===== config.mk =====
export PLATFORM = sky130hd
export DESIGN_NAME = fec_flash_erase_controller
export DESIGN_NICKNAME = d
export VERILOG_FILES = /design/src/rtl/fec_pkg.sv /design/src/rtl/fec_flash_erase_controller.sv
export SDC_FILE = /design/constraint.sdc
export NUM_CORES = 1
export LEC_CHECK = 0
export ABC_AREA = 1
export BUFFER_PORTS_ARGS = -buffer_cell sky130_fd_sc_hd__buf_4
export CORE_ASPECT_RATIO = 1.5
export CORE_UTILIZATION = 42
export CTS_CLUSTER_DIAMETER = 30
export DETAILED_ROUTE_END_ITERATION = 12
export GPL_ROUTABILITY_DRIVEN = 0
export HOLD_SLACK_MARGIN = 0.1
export PLACE_DENSITY_LB_ADDON = 0.05
export SETUP_SLACK_MARGIN = 0.2
export SLEW_MARGIN = 40
export SYNTH_ARGS = -nofsm -noshare
export SYNTH_HDL_FRONTEND = slang
export SYNTH_SLANG_ARGS = --single-unit

===== constraint.sdc =====
create_clock -name sys_clk_i -period 1.4 [get_ports sys_clk_i]
set_input_delay 0.21 -clock sys_clk_i [delete_from_list [all_inputs] [get_ports sys_clk_i]]
set_output_delay 0.21 -clock sys_clk_i [all_outputs]
set_load 0.005 [all_outputs]

===== src/rtl/fec_pkg.sv =====
/*
 Constants for the flash erase controller: register indices, command
 codes, field layouts and reset values. Assumes a 32-bit APB bus.
*/
package fec_pkg;
   // ----------------------------------------
   // Register indices (byte address = 4 * index)
   // ----------------------------------------
   localparam logic [11:0] FEC_IDX_TRIM = 12'hff6;
   localparam logic [11:0] FEC_IDX_CTRL = 12'hff8;
   localparam logic [11:0] FEC_IDX_STAT = 12'hff9;
   localparam logic [11:0] FEC_IDX_PAGE = 12'hffa;
   localparam logic [11:0] FEC_IDX_PROT = 12'hffb;
   localparam logic [11:0] FEC_IDX_BYP = 12'hffc;
   localparam int FEC_IDX_LSB = 2;
   // ----------------------------------------
   // Command codes written to the control register
   // ----------------------------------------
   localparam logic [7:0] FEC_CMD_UNLOCK = 8'h73;
   localparam logic [7:0] FEC_CMD_MASS_EN = 8'h8c;
   localparam logic [7:0] FEC_CMD_PAGE = 8'h95;
   localparam logic [7:0] FEC_CMD_MASS = 8'h63;
   // ----------------------------------------
   // Fields and reset values
   // ----------------------------------------
   localparam logic [7:0] FEC_INFO_SEL = 8'h80;
   localparam logic [7:0] FEC_TRIM_MAX = 8'h1f;
   localparam logic [7:0] FEC_TRIM_RST = 8'h00;
   localparam logic [7:0] FEC_PAGE_RST = 8'h00;
   localparam logic [7:0] FEC_PROT_RST = 8'h00;
   localparam logic [7:0] FEC_INFO_HI = 8'hfe;
   localparam int FEC_STAT_BUSY = 0;
   localparam int FEC_STAT_UNLK = 1;
   localparam int FEC_STAT_MEN = 2;
   localparam int FEC_STAT_PSET = 3;
   localparam int FEC_PAGE_BYTES = 512;
   localparam int FEC_PAGE_SHIFT = 9;
   localparam int FEC_SECT_PAGES = 1;
   typedef enum logic [1:0] {FEC_IDLE, FEC_PAGE_ER, FEC_MASS_ER} fec_state_t;
endpackage : fec_pkg

===== src/rtl/fec_flash_erase_controller.sv =====
/*
 Flash erase controller: APB register slave, page and mass erase
 sequencer, CPU stall, bypass of the page erase and program strobes to GPIO pins and
 information page read mapping.
 Assumes the flash array answers each erase request with a one-cycle
 done pulse on sys_clk_i, and the debug port flags its own accesses.
*/
`timescale 1ns/1ps
module fec_flash_erase_controller
   import fec_pkg::*;
#(
   parameter int PAGE_W = 7,
   parameter int SECT_N = 8
)
(
   // Clock and reset
   input wire logic sys_clk_i,
   input wire logic resetn_i,
   // APB slave
   input wire logic psel_i,
   input wire logic penable_i,
   input wire logic pwrite_i,
   input wire logic [15:0] paddr_i,
   input wire logic [31:0] pwdata_i,
   input wire logic pdebug_i,
   output logic [31:0] prdata_o,
   output logic pready_o,
   output logic pslverr_o,
   // Flash array
   input wire logic flash_done_i,
   output logic flash_page_erase_o,
   output logic flash_mass_erase_o,
   output logic flash_prog_o,
   output logic [15:0] flash_erase_addr_o,
   // CPU program memory reads
   input wire logic [15:0] prog_addr_i,
   output logic cpu_stall_o,
   output logic info_rd_o,
   output logic [7:0] info_addr_o,
   // Bypass GPIO pins
   input wire logic gpio_erase_i,
   input wire logic gpio_prog_i
);
   // ----------------------------------------
   // Registers
   // ----------------------------------------
   fec_state_t state_r;
   logic unlocked_r;
   logic mass_en_r;
   logic page_set_r;
   logic bypass_r;
   logic [7:0] page_r;
   logic [7:0] prot_r;
   logic [7:0] trim_r;
   logic [31:0] prdata_r;
   logic [2:0] sync_r [2];
   logic [1:0] gpio_r;
   logic acc;
   logic wr;
   logic [11:0] idx;
   logic mapped;
   logic [7:0] wbyte;
   logic page_ok;
   logic cmd_page;
   logic cmd_mass;

   // ----------------------------------------
   // APB decode
   // ----------------------------------------
   // Slave answers in the first access cycle, so pready is constant high
   assign acc = psel_i & penable_i;
   assign wr = acc & pwrite_i;
   assign idx = paddr_i[FEC_IDX_LSB +: 12];
   assign wbyte = pwdata_i[7:0];
   assign mapped = (idx == FEC_IDX_TRIM) | (idx == FEC_IDX_CTRL) |
                   (idx == FEC_IDX_STAT) | (idx == FEC_IDX_PAGE) |
                   (idx == FEC_IDX_PROT) | (idx == FEC_IDX_BYP);
   assign pready_o = 1'b1;
   assign pslverr_o = acc & ~mapped;
   assign prdata_o = prdata_r;

   // Sector check: a protect bit per sector guards its pages
   assign page_ok = ~prot_r[3'((page_r[PAGE_W-1:0] / FEC_SECT_PAGES) % SECT_N)];
   assign cmd_page = wr & (idx == FEC_IDX_CTRL) & (wbyte == FEC_CMD_PAGE) &
                     unlocked_r & page_set_r & page_ok & (state_r == FEC_IDLE);
   assign cmd_mass = wr & (idx == FEC_IDX_CTRL) & (wbyte == FEC_CMD_MASS) &
                     unlocked_r & mass_en_r & pdebug_i & (state_r == FEC_IDLE);

   // ----------------------------------------
   // Read data, registered so it is stable in the next access
   // ----------------------------------------
   always_ff @(posedge sys_clk_i or negedge resetn_i)
   begin
      if (!resetn_i)
         prdata_r <= 32'h0000_0000;
      else if (psel_i & ~penable_i & ~pwrite_i)
      begin
         case (idx)
            FEC_IDX_TRIM: prdata_r <= {24'h00_0000, trim_r};
            FEC_IDX_STAT: prdata_r <= {28'h000_0000, page_set_r, mass_en_r, unlocked_r,
                                       state_r != FEC_IDLE};
            FEC_IDX_PAGE: prdata_r <= {24'h00_0000, page_r};
            FEC_IDX_PROT: prdata_r <= {24'h00_0000, prot_r};
            FEC_IDX_BYP: prdata_r <= {31'h0000_0000, bypass_r};
            default: prdata_r <= 32'h0000_0000;
         endcase
      end
   end

   // ----------------------------------------
   // Software configuration registers
   // ----------------------------------------
   // Out-of-range trim addresses are dropped rather than wrapped
   always_ff @(posedge sys_clk_i or negedge resetn_i)
   begin
      if (!resetn_i)
         trim_r <= FEC_TRIM_RST;
      else if (wr & (idx == FEC_IDX_TRIM) & (wbyte <= FEC_TRIM_MAX))
         trim_r <= wbyte;
   end

   always_ff @(posedge sys_clk_i or negedge resetn_i)
   begin
      if (!resetn_i)
      begin
         prot_r <= FEC_PROT_RST;
         bypass_r <= 1'b0;
      end
      else
      begin
         if (wr & (idx == FEC_IDX_PROT))
            prot_r <= wbyte;
         if (wr & (idx == FEC_IDX_BYP) & (state_r == FEC_IDLE))
            bypass_r <= wbyte[0];
      end
   end

   // Page select; writing it marks the active page as set
   always_ff @(posedge sys_clk_i or negedge resetn_i)
   begin
      if (!resetn_i)
      begin
         page_r <= FEC_PAGE_RST;
         page_set_r <= 1'b0;
      end
      else if (state_r != FEC_IDLE && flash_done_i)
         page_set_r <= 1'b0;
      else if (wr & (idx == FEC_IDX_PAGE) & (state_r == FEC_IDLE))
      begin
         page_r <= wbyte;
         page_set_r <= 1'b1;
      end
   end

   // ----------------------------------------
   // Lock state
   // ----------------------------------------
   // Completion takes priority over any write in the same cycle
   always_ff @(posedge sys_clk_i or negedge resetn_i)
   begin
      if (!resetn_i)
      begin
         unlocked_r <= 1'b0;
         mass_en_r <= 1'b0;
      end
      else if (state_r != FEC_IDLE && flash_done_i)
      begin
         unlocked_r <= 1'b0;
         mass_en_r <= 1'b0;
      end
      else if (wr & (idx == FEC_IDX_CTRL) & (state_r == FEC_IDLE))
      begin
         if (wbyte == FEC_CMD_UNLOCK)
            unlocked_r <= 1'b1;
         else if (wbyte == FEC_CMD_MASS_EN && unlocked_r && pdebug_i)
            mass_en_r <= 1'b1;
      end
   end

   // ----------------------------------------
   // Erase sequencer
   // ----------------------------------------
   // A locked controller never leaves idle on a command code
   always_ff @(posedge sys_clk_i or negedge resetn_i)
   begin
      if (!resetn_i)
         state_r <= FEC_IDLE;
      else
      begin
         case (state_r)
            FEC_IDLE:
            begin
               if (bypass_r)
                  state_r <= FEC_IDLE;
               else if (cmd_page)
                  state_r <= FEC_PAGE_ER;
               else if (cmd_mass)
                  state_r <= FEC_MASS_ER;
            end
            FEC_PAGE_ER, FEC_MASS_ER:
               if (flash_done_i)
                  state_r <= FEC_IDLE;
            default: state_r <= FEC_IDLE;
         endcase
      end
   end

   // ----------------------------------------
   // Bypass pin synchronisers
   // ----------------------------------------
   // Three stages; the value moves only when stages two and three agree
   for (genvar g = 0; g < 2; g++)
   begin : g_sync
      always_ff @(posedge sys_clk_i or negedge resetn_i)
      begin
         if (!resetn_i)
         begin
            sync_r[g] <= 3'h0;
            gpio_r[g] <= 1'b0;
         end
         else
         begin
            sync_r[g] <= {sync_r[g][1:0], (g == 0) ? gpio_erase_i : gpio_prog_i};
            if (sync_r[g][1] == sync_r[g][2])
               gpio_r[g] <= sync_r[g][2];
         end
      end
   end

   // ----------------------------------------
   // Array controls
   // ----------------------------------------
   // Mass erase drives the main-array strobe only; info page has none
   assign flash_page_erase_o = bypass_r ? gpio_r[0] : (state_r == FEC_PAGE_ER);
   assign flash_prog_o = bypass_r & gpio_r[1];
   assign flash_mass_erase_o = ~bypass_r & (state_r == FEC_MASS_ER);
   assign flash_erase_addr_o = 16'(page_r[PAGE_W-1:0]) << FEC_PAGE_SHIFT;
   assign cpu_stall_o = (state_r != FEC_IDLE);

   // Info page appears at 0xfe00-0xfeff of program space when selected
   assign info_rd_o = (page_r == FEC_INFO_SEL) & (prog_addr_i[15:8] == FEC_INFO_HI) &
                      (state_r == FEC_IDLE);
   assign info_addr_o = prog_addr_i[7:0];
endmodule : fec_flash_erase_controller


==> results of run 1 <==
metal layers:
layer  track usage [%]  routed length (um)  vias to the layer above
li1                  -                   -                     1282
met1             23.46                2816                     1187
met2             40.03                3857                       82
met3             3.128                 281                        5
met4             5.808                  67                        0
met5                 0                   0                        -
logic make-up (layout without fill, tap and decap cells):
kind of cell    after synthesis  in the layout
compound gates               33             33
fa+ha+maj                     5              5
buf+inv                     105            162
flops                        46             46
other cells                   2             34
simple gates                180            182
cell type report:
type	instances	share of cell area, %
timing repair buffer	105	22.72
inverter	50	5.106
multi-input combinational	254	36.60
clock buffer	6	2.160
tap	76	2.488
clock inverter	1	0.7856
sequential	46	30.15
metrics by stage:
| stage | worst slack [ps] | instances | hold slack [ps] | area (sq um) |
|---|---|---|---|---|
| 2_1_floorplan | 22.91 | 403 | -85.59 | 3000 |
| 3_3_place_gp | -68.91 | 512 | 259.6 | 3332 |
| 3_5_place_dp | -80.23 | 512 | 258.7 | 3332 |
| 4_1_cts | -347.0 | 531 | 133.0 | 3654 |
| 5_1_grt | -422.2 | 538 | 121.8 | 3822 |
| 6_report | -348.4 | 538 | 130.4 | 3822 |
power by group:
group / leakage (nW) / total [mW] / internal (mW) / switching (mW)
sequential: 0.554 / 1.36 / 1.35 / 0.00945
clock: 0.0573 / 1.02 / 0.572 / 0.445
combinational: 1.42 / 0.321 / 0.151 / 0.169
total: 2.03 / 2.69 / 2.07 / 0.624
worst reg2reg max path: stages, from the launching register on:
cell and delay, ps:
dfrtp_1 410, inv_2 100, ha_4 140, buf_4 140
nand2_1 60, nor2_1 80, nand3_1 100, nor2_2 140
nand2_1 70, nand3_1 80, nand2_1 80, nand2_1 60
nand2_1 50
repair_timing:
item | CTS | global route
hold buffers | 3 | 0
gates cloned | 2 | 0
setup endpoints to repair | 19 | 32
endpoints found under the hold margin | 48 | 0
buffers inserted | 7 | 7
pin swaps | 11 | 11
resized for setup | 26 | 31
cell usage in the layout, fill, tap and decap left out, types with 2 or more instances in the layout:
| cell type | count |
|---|---|
| nor2_2 | 2 |
| nor3_4 | 2 |
| dfrtp_1 | 45 |
| inv_1 | 38 |
| inv_2 | 9 |
| nand2_2 | 5 |
| nand4_1 | 15 |
| nand3_1 | 14 |
| o21ai_1 | 14 |
| clkbuf_8 | 6 |
| ha_4 | 2 |
| dlygate4sd3_1 | 3 |
| maj3_1 | 2 |
| inv_4 | 3 |
| o21ai_2 | 8 |
| buf_6 | 16 |
| nand2_1 | 100 |
| nor2_1 | 16 |
| buf_4 | 85 |
| nor3_1 | 3 |
| nand2_4 | 9 |
| o211ai_1 | 4 |
| nor3_2 | 3 |
| nor4_1 | 2 |
| conb_1 | 34 |
| nor2_4 | 5 |
registers in the layout, summed over array words and instances (netlist names):
signal / flops
page_r: 8
prdata_o: 8
prot_r: 8
trim_r: 8
sync_r: 6
gpio_r: 2
state_r: 2
bypass_r: 1
mass_en_r: 1
page_set_r: 1
unlocked_r: 1
worst paths after layout:
kind / start / to / cells after the start
worst min-delay path: pwdata_i[7] / page_r[7]$_DFFE_PN0P_ / 3
worst max register to register: state_r[0]$_DFFE_PN0P_ / state_r[0]$_DFFE_PN0P_ / 12
max in group asynchronous: resetn_i / bypass_r$_DFFE_PN0P_ / 2
min in group asynchronous: resetn_i / page_r[7]$_DFFE_PN0P_ / 2
worst min register to register: sync_r[3]$_DFF_PN0_ / sync_r[4]$_DFF_PN0_ / 0
worst max-delay path: state_r[0]$_DFFE_PN0P_ / info_rd_o / 6
==> impl_metrics.toml, run 1 <==
[run_status]
status = "finished with violations"
violations = "setup timing"

[drt]
drt_wl_total_mm = 7.022
drt_iter0_markers = 109
route.detailed.drc = 0
vias = 2556
ant_nets = 0
via_per_inst = 4.751
firstDrtPassIters = 4
routedWlPerCell_um = 13.05

[logic_synthesis]
synth_edf_count = 0
synth_common_cells = "107 x nand2_1, 52 x buf_4, 46 x dfrtp_1"
synth_top_family_by_area = "simple AND/OR/NAND/NOR gates"
synth_mux_area_share_pct = 0
synth_compound_area_share_pct = 6.740
yosys-top-cells-area = "dfrtp_1 41%, nand2_1 14%, buf_4 14%"
synth_top_flop_cell = "dfrtp_1"
yosys.area.top_type = "dfrtp_1"
synthDistinctLibCells = 33
syn_inst = 371
synth_area_sq_um = 2840
synth.most_common_cell = "nand2_1"
synth-simple-area-share_pct = 29.12
ys_seq_elements = 46
synth_top_area_share_pct = 40.53
syn_avg_cell_area_sq_um = 7.656
synth-adder-area-share_pct = 2.026
ys_warn_count = 0
synth_xor_area_share_pct = 0
ys_seq_area_share_pct = 40.53
synthArstFlopShare_pct = 100.0

[worst_setup_path]
critical_path_class = "register to primary output"
crit_buf_inv = 2
path_cells = "inv_2 > ha_4 > nand4_1 > nor3_1 > nor4b_2 > buf_4"
cp_top_family = "simple AND/OR/NAND/NOR gates"
worstPathRequired_ps = 1190
crit_arrival_ps = 1540
max_stage_delay_ps = 410
crit_fanout = 2
slowest_stage = "dfrtp_1"
reg2reg_slack_ps = -210
start_kind = "register"
crit_path_end_kind = "primary output"

[cells_and_area]
ff_latch_area_sq_um = 1152
final_nets = 538
drive_above_1_share_pct = 35.71
fin_util_pct = 58.52
multiInputGateArea_sq_um = 1399
synthToLayoutAreaGrowth_pct = 34.58
fillers = 618
antenna_cells = 0

[placed_design]
place_hpwl_mm = 5.146
port_buffers = 57

[timing]
fin_crit_ps = 1748
max_slew_margin_pct = 60.60
rsz0062_at_grt = "yes"
hold_viol_final = 0
setup_viol = 15
worstMarginPinSlew_ps = 591.0
max_freq_mhz = 571.9
setup_tns_ps = -2033
skew_ps = 7.155
period_share_pct = 124.9
drv_slew = 0
final.setup.worst_slack_ps = -348.4

[clock_tree]
cts_root_buf = "clkbuf_8"
tritoncts = "built"
htreeDepth = 2
path_clk_slew_ps = 90
clk_latency_ps = 300
cts_buffer_depth = 2
cts_buffers = 5
cts_sinks = 46

[global_routing]
grt_pass1_vias = 2416
antenna_found_initial = 0
overflow = 0
grt_max_degree = 47
grt_use_total_pct = 20.68
grt_pass1_wl_mm = 11.56

[power_and_ir_drop]
ir_worst_vdd_v = 0.0007601
p_total_mw = 2.694
leakage_nw = 2.034
power_density_nw_per_um2 = 704.8

[job]
drv_cap = 0

[min_path]
hold_class = "primary input to register"

[die]
die-width_um = 69.15
initial_core_util_pct = 43.49
die_h_um = 102.7
die_area_sq_um = 7102
io-pin-count = 136
rows = 36
core_area_sq_um = 6531
Note: power is estimated with default switching activity, not from simulation.
==> inputs of run 2 (changes only) <==
Settings changed: BUFFER_PORTS_ARGS -buffer_cell sky130_fd_sc_hd__buf_4 to -buffer_cell sky130_fd_sc_hd__buf_2, CORE_UTILIZATION 42 to 25.
==> run 2 against run 1 <==
  * The flow still finishes with violations (setup timing)
  * Core utilization is 21 points lower
  * Cell count is 17% higher
  * Fmax grew 0.98%
  * Sequential power about the same
  * Register-to-register slack worse by 110 ps
  * Largest power group is now clock
  * Highest routed layer unchanged
==> impl_metrics.toml, run 2 (same netlist as run 1, synthesis figures left out) <==
[run_status]
status = "finished with violations"
violations = "setup timing"

[die]
initial_core_util_pct = 25.69
die_h_um = 132.5
die-width_um = 89.03
core_area_sq_um = 11060
rows = 47
io-pin-count = 136
die_area_sq_um = 11800

[timing]
max_freq_mhz = 577.5
drv_slew = 0
period_share_pct = 123.7
worstMarginPinSlew_ps = 501.6
rsz0062_at_grt = "yes"
skew_ps = 1.674
final.setup.worst_slack_ps = -331.5
max_slew_margin_pct = 66.25
setup_viol = 19
hold_slack_ps = 145.7
hold_viol_final = 0
fin_crit_ps = 1731

[cells_and_area]
ff_latch_area_sq_um = 1154
fin_util_pct = 37.21
final_cell_area_sq_um = 4114
final_nets = 555
drive_above_1_share_pct = 41.04
fillers = 1223
synthToLayoutAreaGrowth_pct = 44.85
antenna_cells = 0
multiInputGateArea_sq_um = 1484
layout_commonest_cell = "nand2_1"
mostFrequentLayoutCells = "98 x nand2_1, 48 x buf_2, 47 x buf_4"

[worst_setup_path]
crit_fanout = 2
worstPathRequired_ps = 1190
slowest_stage = "dfrtp_1"
crit_arrival_ps = 1520
path_cells = "inv_2 > ha_4 > nand4_1 > nor3_2 > nor4b_4 > buf_2"
critical_path_class = "register to primary output"
max_stage_delay_ps = 400
start_kind = "register"
crit_path_end_kind = "primary output"

[drt]
ant_nets = 0
drt_iter0_markers = 89
drt_wl_total_mm = 8.154
route.detailed.drc = 0
via_per_inst = 4.094
vias = 2567
firstDrtPassIters = 4
routedWlPerCell_um = 13.00

[power_and_ir_drop]
ir_worst_vdd_v = 0.0003718
power_density_nw_per_um2 = 743.8
leakage_nw = 2.123
p_total_mw = 3.060

[clock_tree]
htreeDepth = 2
cts_buffers = 5
cts_buffer_depth = 2
clk_latency_ps = 290
path_clk_slew_ps = 60
cts_sinks = 46
cts_root_buf = "clkbuf_16"
tritoncts = "built"

[placed_design]
place_hpwl_mm = 6.144
pre_cts_slack_ps = -128.4
placed_area_sq_um = 3401
port_buffers = 57

[min_path]
hold_class = "primary input to register"

[global_routing]
grt_max_degree = 47
overflow = 0
antenna_found_initial = 0
grt_pass1_wl_mm = 13.01
grt_use_total_pct = 14.65
grt_pass1_vias = 2490

[job]
drv_cap = 0
## run 2: cell count changes in the layout (fill, tap and decap cells not counted), sizes merged
cell / before / now
clkinvlp: 0 / 1
buf: 102 / 120
nand2: 114 / 112
nor2: 23 / 24
## run 2: through the flow
stage	instances	TNS, ps
floorplan	403	0
global placement	596	-935.5
detailed placement	596	-1121
CTS	618	-4205
global route	627	-5688
finish	627	-4071
## run 2: worst max-delay path, delay by kind of cell, from the launching register on
kind                     cells  cell delay (ps)
adder cells (fa/ha/maj)      1              150
buffers and inverters        2              230
flip-flops                   1              400
AND/OR/NAND/NOR              3              460
## run 2: final timing paths
path                                              from                      to  slack, ps  cells after the start
worst max-delay path            state_r[0]$_DFFE_PN0P_               info_rd_o       -330                      6
worst min-delay path                      flash_done_i  unlocked_r$_DFFE_PN0P_        150                      2
worst max register to register  state_r[0]$_DFFE_PN0P_  state_r[1]$_DFFE_PN0P_       -320                     14
worst min register to register     sync_r[0]$_DFF_PN0_     sync_r[1]$_DFF_PN0_        350                      0
max in group asynchronous                     resetn_i    bypass_r$_DFFE_PN0P_        740                      3
min in group asynchronous                     resetn_i   page_r[4]$_DFFE_PN0P_        430                      3
## run 2: report_power, final
part / total, mW / leakage (nW) / internal, mW / switching [mW]
Combinational: 0.318 / 1.49 / 0.137 / 0.182
Sequential: 1.36 / 0.554 / 1.35 / 0.00885
Clock: 1.38 / 0.0771 / 0.844 / 0.540
Total: 3.06 / 2.12 / 2.33 / 0.731
## run 2: layout make-up
type	count	share of cell area (%)
well taps	147	4.471
flip-flops and latches	46	28.04
clock inverters	2	0.9124
multi-input cells	253	36.07
repair buffers	123	22.51
inverters	50	4.866
clock buffers	6	3.133
## run 2: what timing repair did
action | 4_1_cts | 5_1_grt
hold buffers | 3 | 0
gates resized for setup | 49 | 40
hold endpoints to repair | 48 | 0
setup endpoints to repair | 21 | 44
setup buffers | 11 | 8
pin swaps | 29 | 29
gates cloned | 0 | 1
## run 2: routing by layer
| layer | wire (um) | global-route usage, % |
|---|---|---|
| met4 | 180 | 4.497 |
| met2 | 4505 | 26.62 |
| met5 | 0 | 0 |
| met1 | 3248 | 17.24 |
| met3 | 219 | 2.246 |
==> inputs of run 3 (changes only) <==
--- a/constraint.sdc
+++ b/constraint.sdc
@@ -3,2 +3,2 @@
 set_output_delay 0.21 -clock sys_clk_i [all_outputs]
-set_load 0.005 [all_outputs]
+set_load 0.02 [all_outputs]
==> run 3 against run 2 <==
  * The flow still finishes with violations (setup timing)
  * Core utilization decreased by 0.33 points
  * Routed wire length down 1.1%
  * Cell count stayed put
  * Fmax down 1.9%
  * Non-clock buffer count increased by 1
  * Sequential share of layout area grew 0.22 points
  * Highest routed layer unchanged
  * Flip-flop and latch count unchanged
  * Combinational power grew 26%
  * Critical path depth unchanged
  * Die area is the same
  * First-iteration DRC count fell by 15%
==> impl_metrics.toml, run 3 (same netlist as run 1, synthesis figures left out) <==
[global_routing]
overflow = 0
grt_pass1_vias = 2520
grt_use_total_pct = 14.27
antenna_found_initial = 0
grt_max_degree = 47
grt_pass1_wl_mm = 12.67

[clock_tree]
cts_buffer_depth = 2
htreeDepth = 2
cts_sinks = 46
cts_root_buf = "clkbuf_16"
tritoncts = "built"
clk_latency_ps = 290
cts_buffers = 5
path_clk_slew_ps = 60

[worst_setup_path]
start_kind = "register"
max_stage_delay_ps = 400
worstPathRequired_ps = 1190
slowest_stage = "dfrtp_1"
path_cells = "inv_2 > ha_4 > nand4_1 > nor3_2 > nor4b_4 > buf_4"
crit_fanout = 2
crit_path_end_kind = "primary output"
critical_path_class = "register to primary output"
rr_startpoint = "state_r[0]$_DFFE_PN0P_"
crit_arrival_ps = 1550
startpoint = "state_r[0]$_DFFE_PN0P_"

[drt]
firstDrtPassIters = 4
drt_iter0_markers = 76
routedWlPerCell_um = 12.87
via_per_inst = 4.123
route.detailed.drc = 0
ant_nets = 0
vias = 2585
drt_wl_total_mm = 8.068

[cells_and_area]
mostFrequentLayoutCells = "99 x nand2_1, 53 x buf_4, 45 x dfrtp_1"
final_nets = 556
layout_commonest_cell = "nand2_1"
antenna_cells = 0
synthToLayoutAreaGrowth_pct = 43.57
layout.cells.non_filler = 627
fillers = 1227
drive_above_1_share_pct = 40.42

[die]
die_area_sq_um = 11800
core_area_sq_um = 11060
die-width_um = 89.03
io-pin-count = 136
rows = 47
initial_core_util_pct = 25.69
die_h_um = 132.5

[power_and_ir_drop]
leakage_nw = 2.104
ir_worst_vdd_v = 0.0006277
power_density_nw_per_um2 = 721.9
p_total_mw = 2.944

[timing]
final.setup.worst_slack_ps = -364.1
skew_ps = 5.554
rsz0062_at_grt = "yes"
fin_crit_ps = 1764
setup_tns_ps = -3036
hold_viol_final = 0
max_freq_mhz = 566.8
setup_viol = 19
period_share_pct = 126.0
drv_slew = 0

[run_status]
violations = "setup timing"
status = "finished with violations"

[min_path]
hold_start = "flash_done_i"
hold_class = "primary input to register"

[placed_design]
placedCellCount = 600
place_hpwl_mm = 6.124
port_buffers = 57

[job]
drv_cap = 0
run 3: critical path, delay by kind of cell, from the launching register on:
kind,cells,cell delay [ps]
buffers and inverters,2,260
adders and majority gates,1,150
and+or+nand+nor,3,450
DFF,1,400
run 3: through the flow:
stage          util [%]  hold slack [ps]  area (sq um)  setup WS (ps)
2_1_floorplan         -           -85.59          3025         -7.455
3_3_place_gp      31.22            222.5          3452         -132.5
3_5_place_dp      31.22            221.6          3452         -144.8
4_1_cts           34.82            137.6          3850         -375.1
5_1_grt           36.88            134.4          4078         -439.2
6_report          36.88            134.8          4078         -364.1
run 3: final cells by class:
cell class                      count  area (sq um)  share of cell area (%)
Clock buffer                        6         128.9                   3.160
Clock inverter                      1         7.507                  0.1841
Inverter                           50         190.2                   4.664
Multi-Input combinational cell    253          1450                   35.56
Sequential cell                    46          1152                   28.26
Tap cell                          147         183.9                   4.511
Timing Repair Buffer              124         964.7                   23.66
run 3: path summary, 6_finish.rpt:
kind	endpoint	slack [ps]	depth (start not counted)
setup / recovery	info_rd_o	-360	6
hold / removal	unlocked_r$_DFFE_PN0P_	130	2
setup reg to reg	state_r[0]$_DFFE_PN0P_	-270	13
hold reg to reg	sync_r[4]$_DFF_PN0_	360	0
max in group asynchronous	bypass_r$_DFFE_PN0P_	740	3
min in group asynchronous	page_r[3]$_DFFE_PN0P_	430	3
run 3: per-layer routing:
metal,track usage (%),routed length [um],up-vias
li1,-,-,1310
met1,16.24,3203,1219
met2,26.71,4570,51
met3,2.371,220,5
met4,3.792,73,0
met5,0,0,-
run 3: report_power, final:
group	leakage (nW)	internal (mW)	switching [mW]	total, mW
combinational	1.49	0.146	0.254	0.400
clock	0.0629	0.654	0.533	1.19
sequential	0.554	1.35	0.00878	1.36
run 3: timing repair:
action	4_1_cts	5_1_grt
cloned	0	1
endpoints found under the hold margin	48	0
hold buffers	3	0
setup endpoints to repair	20	45
gates resized for setup	45	39
pin swaps	16	19
buffers inserted	8	8
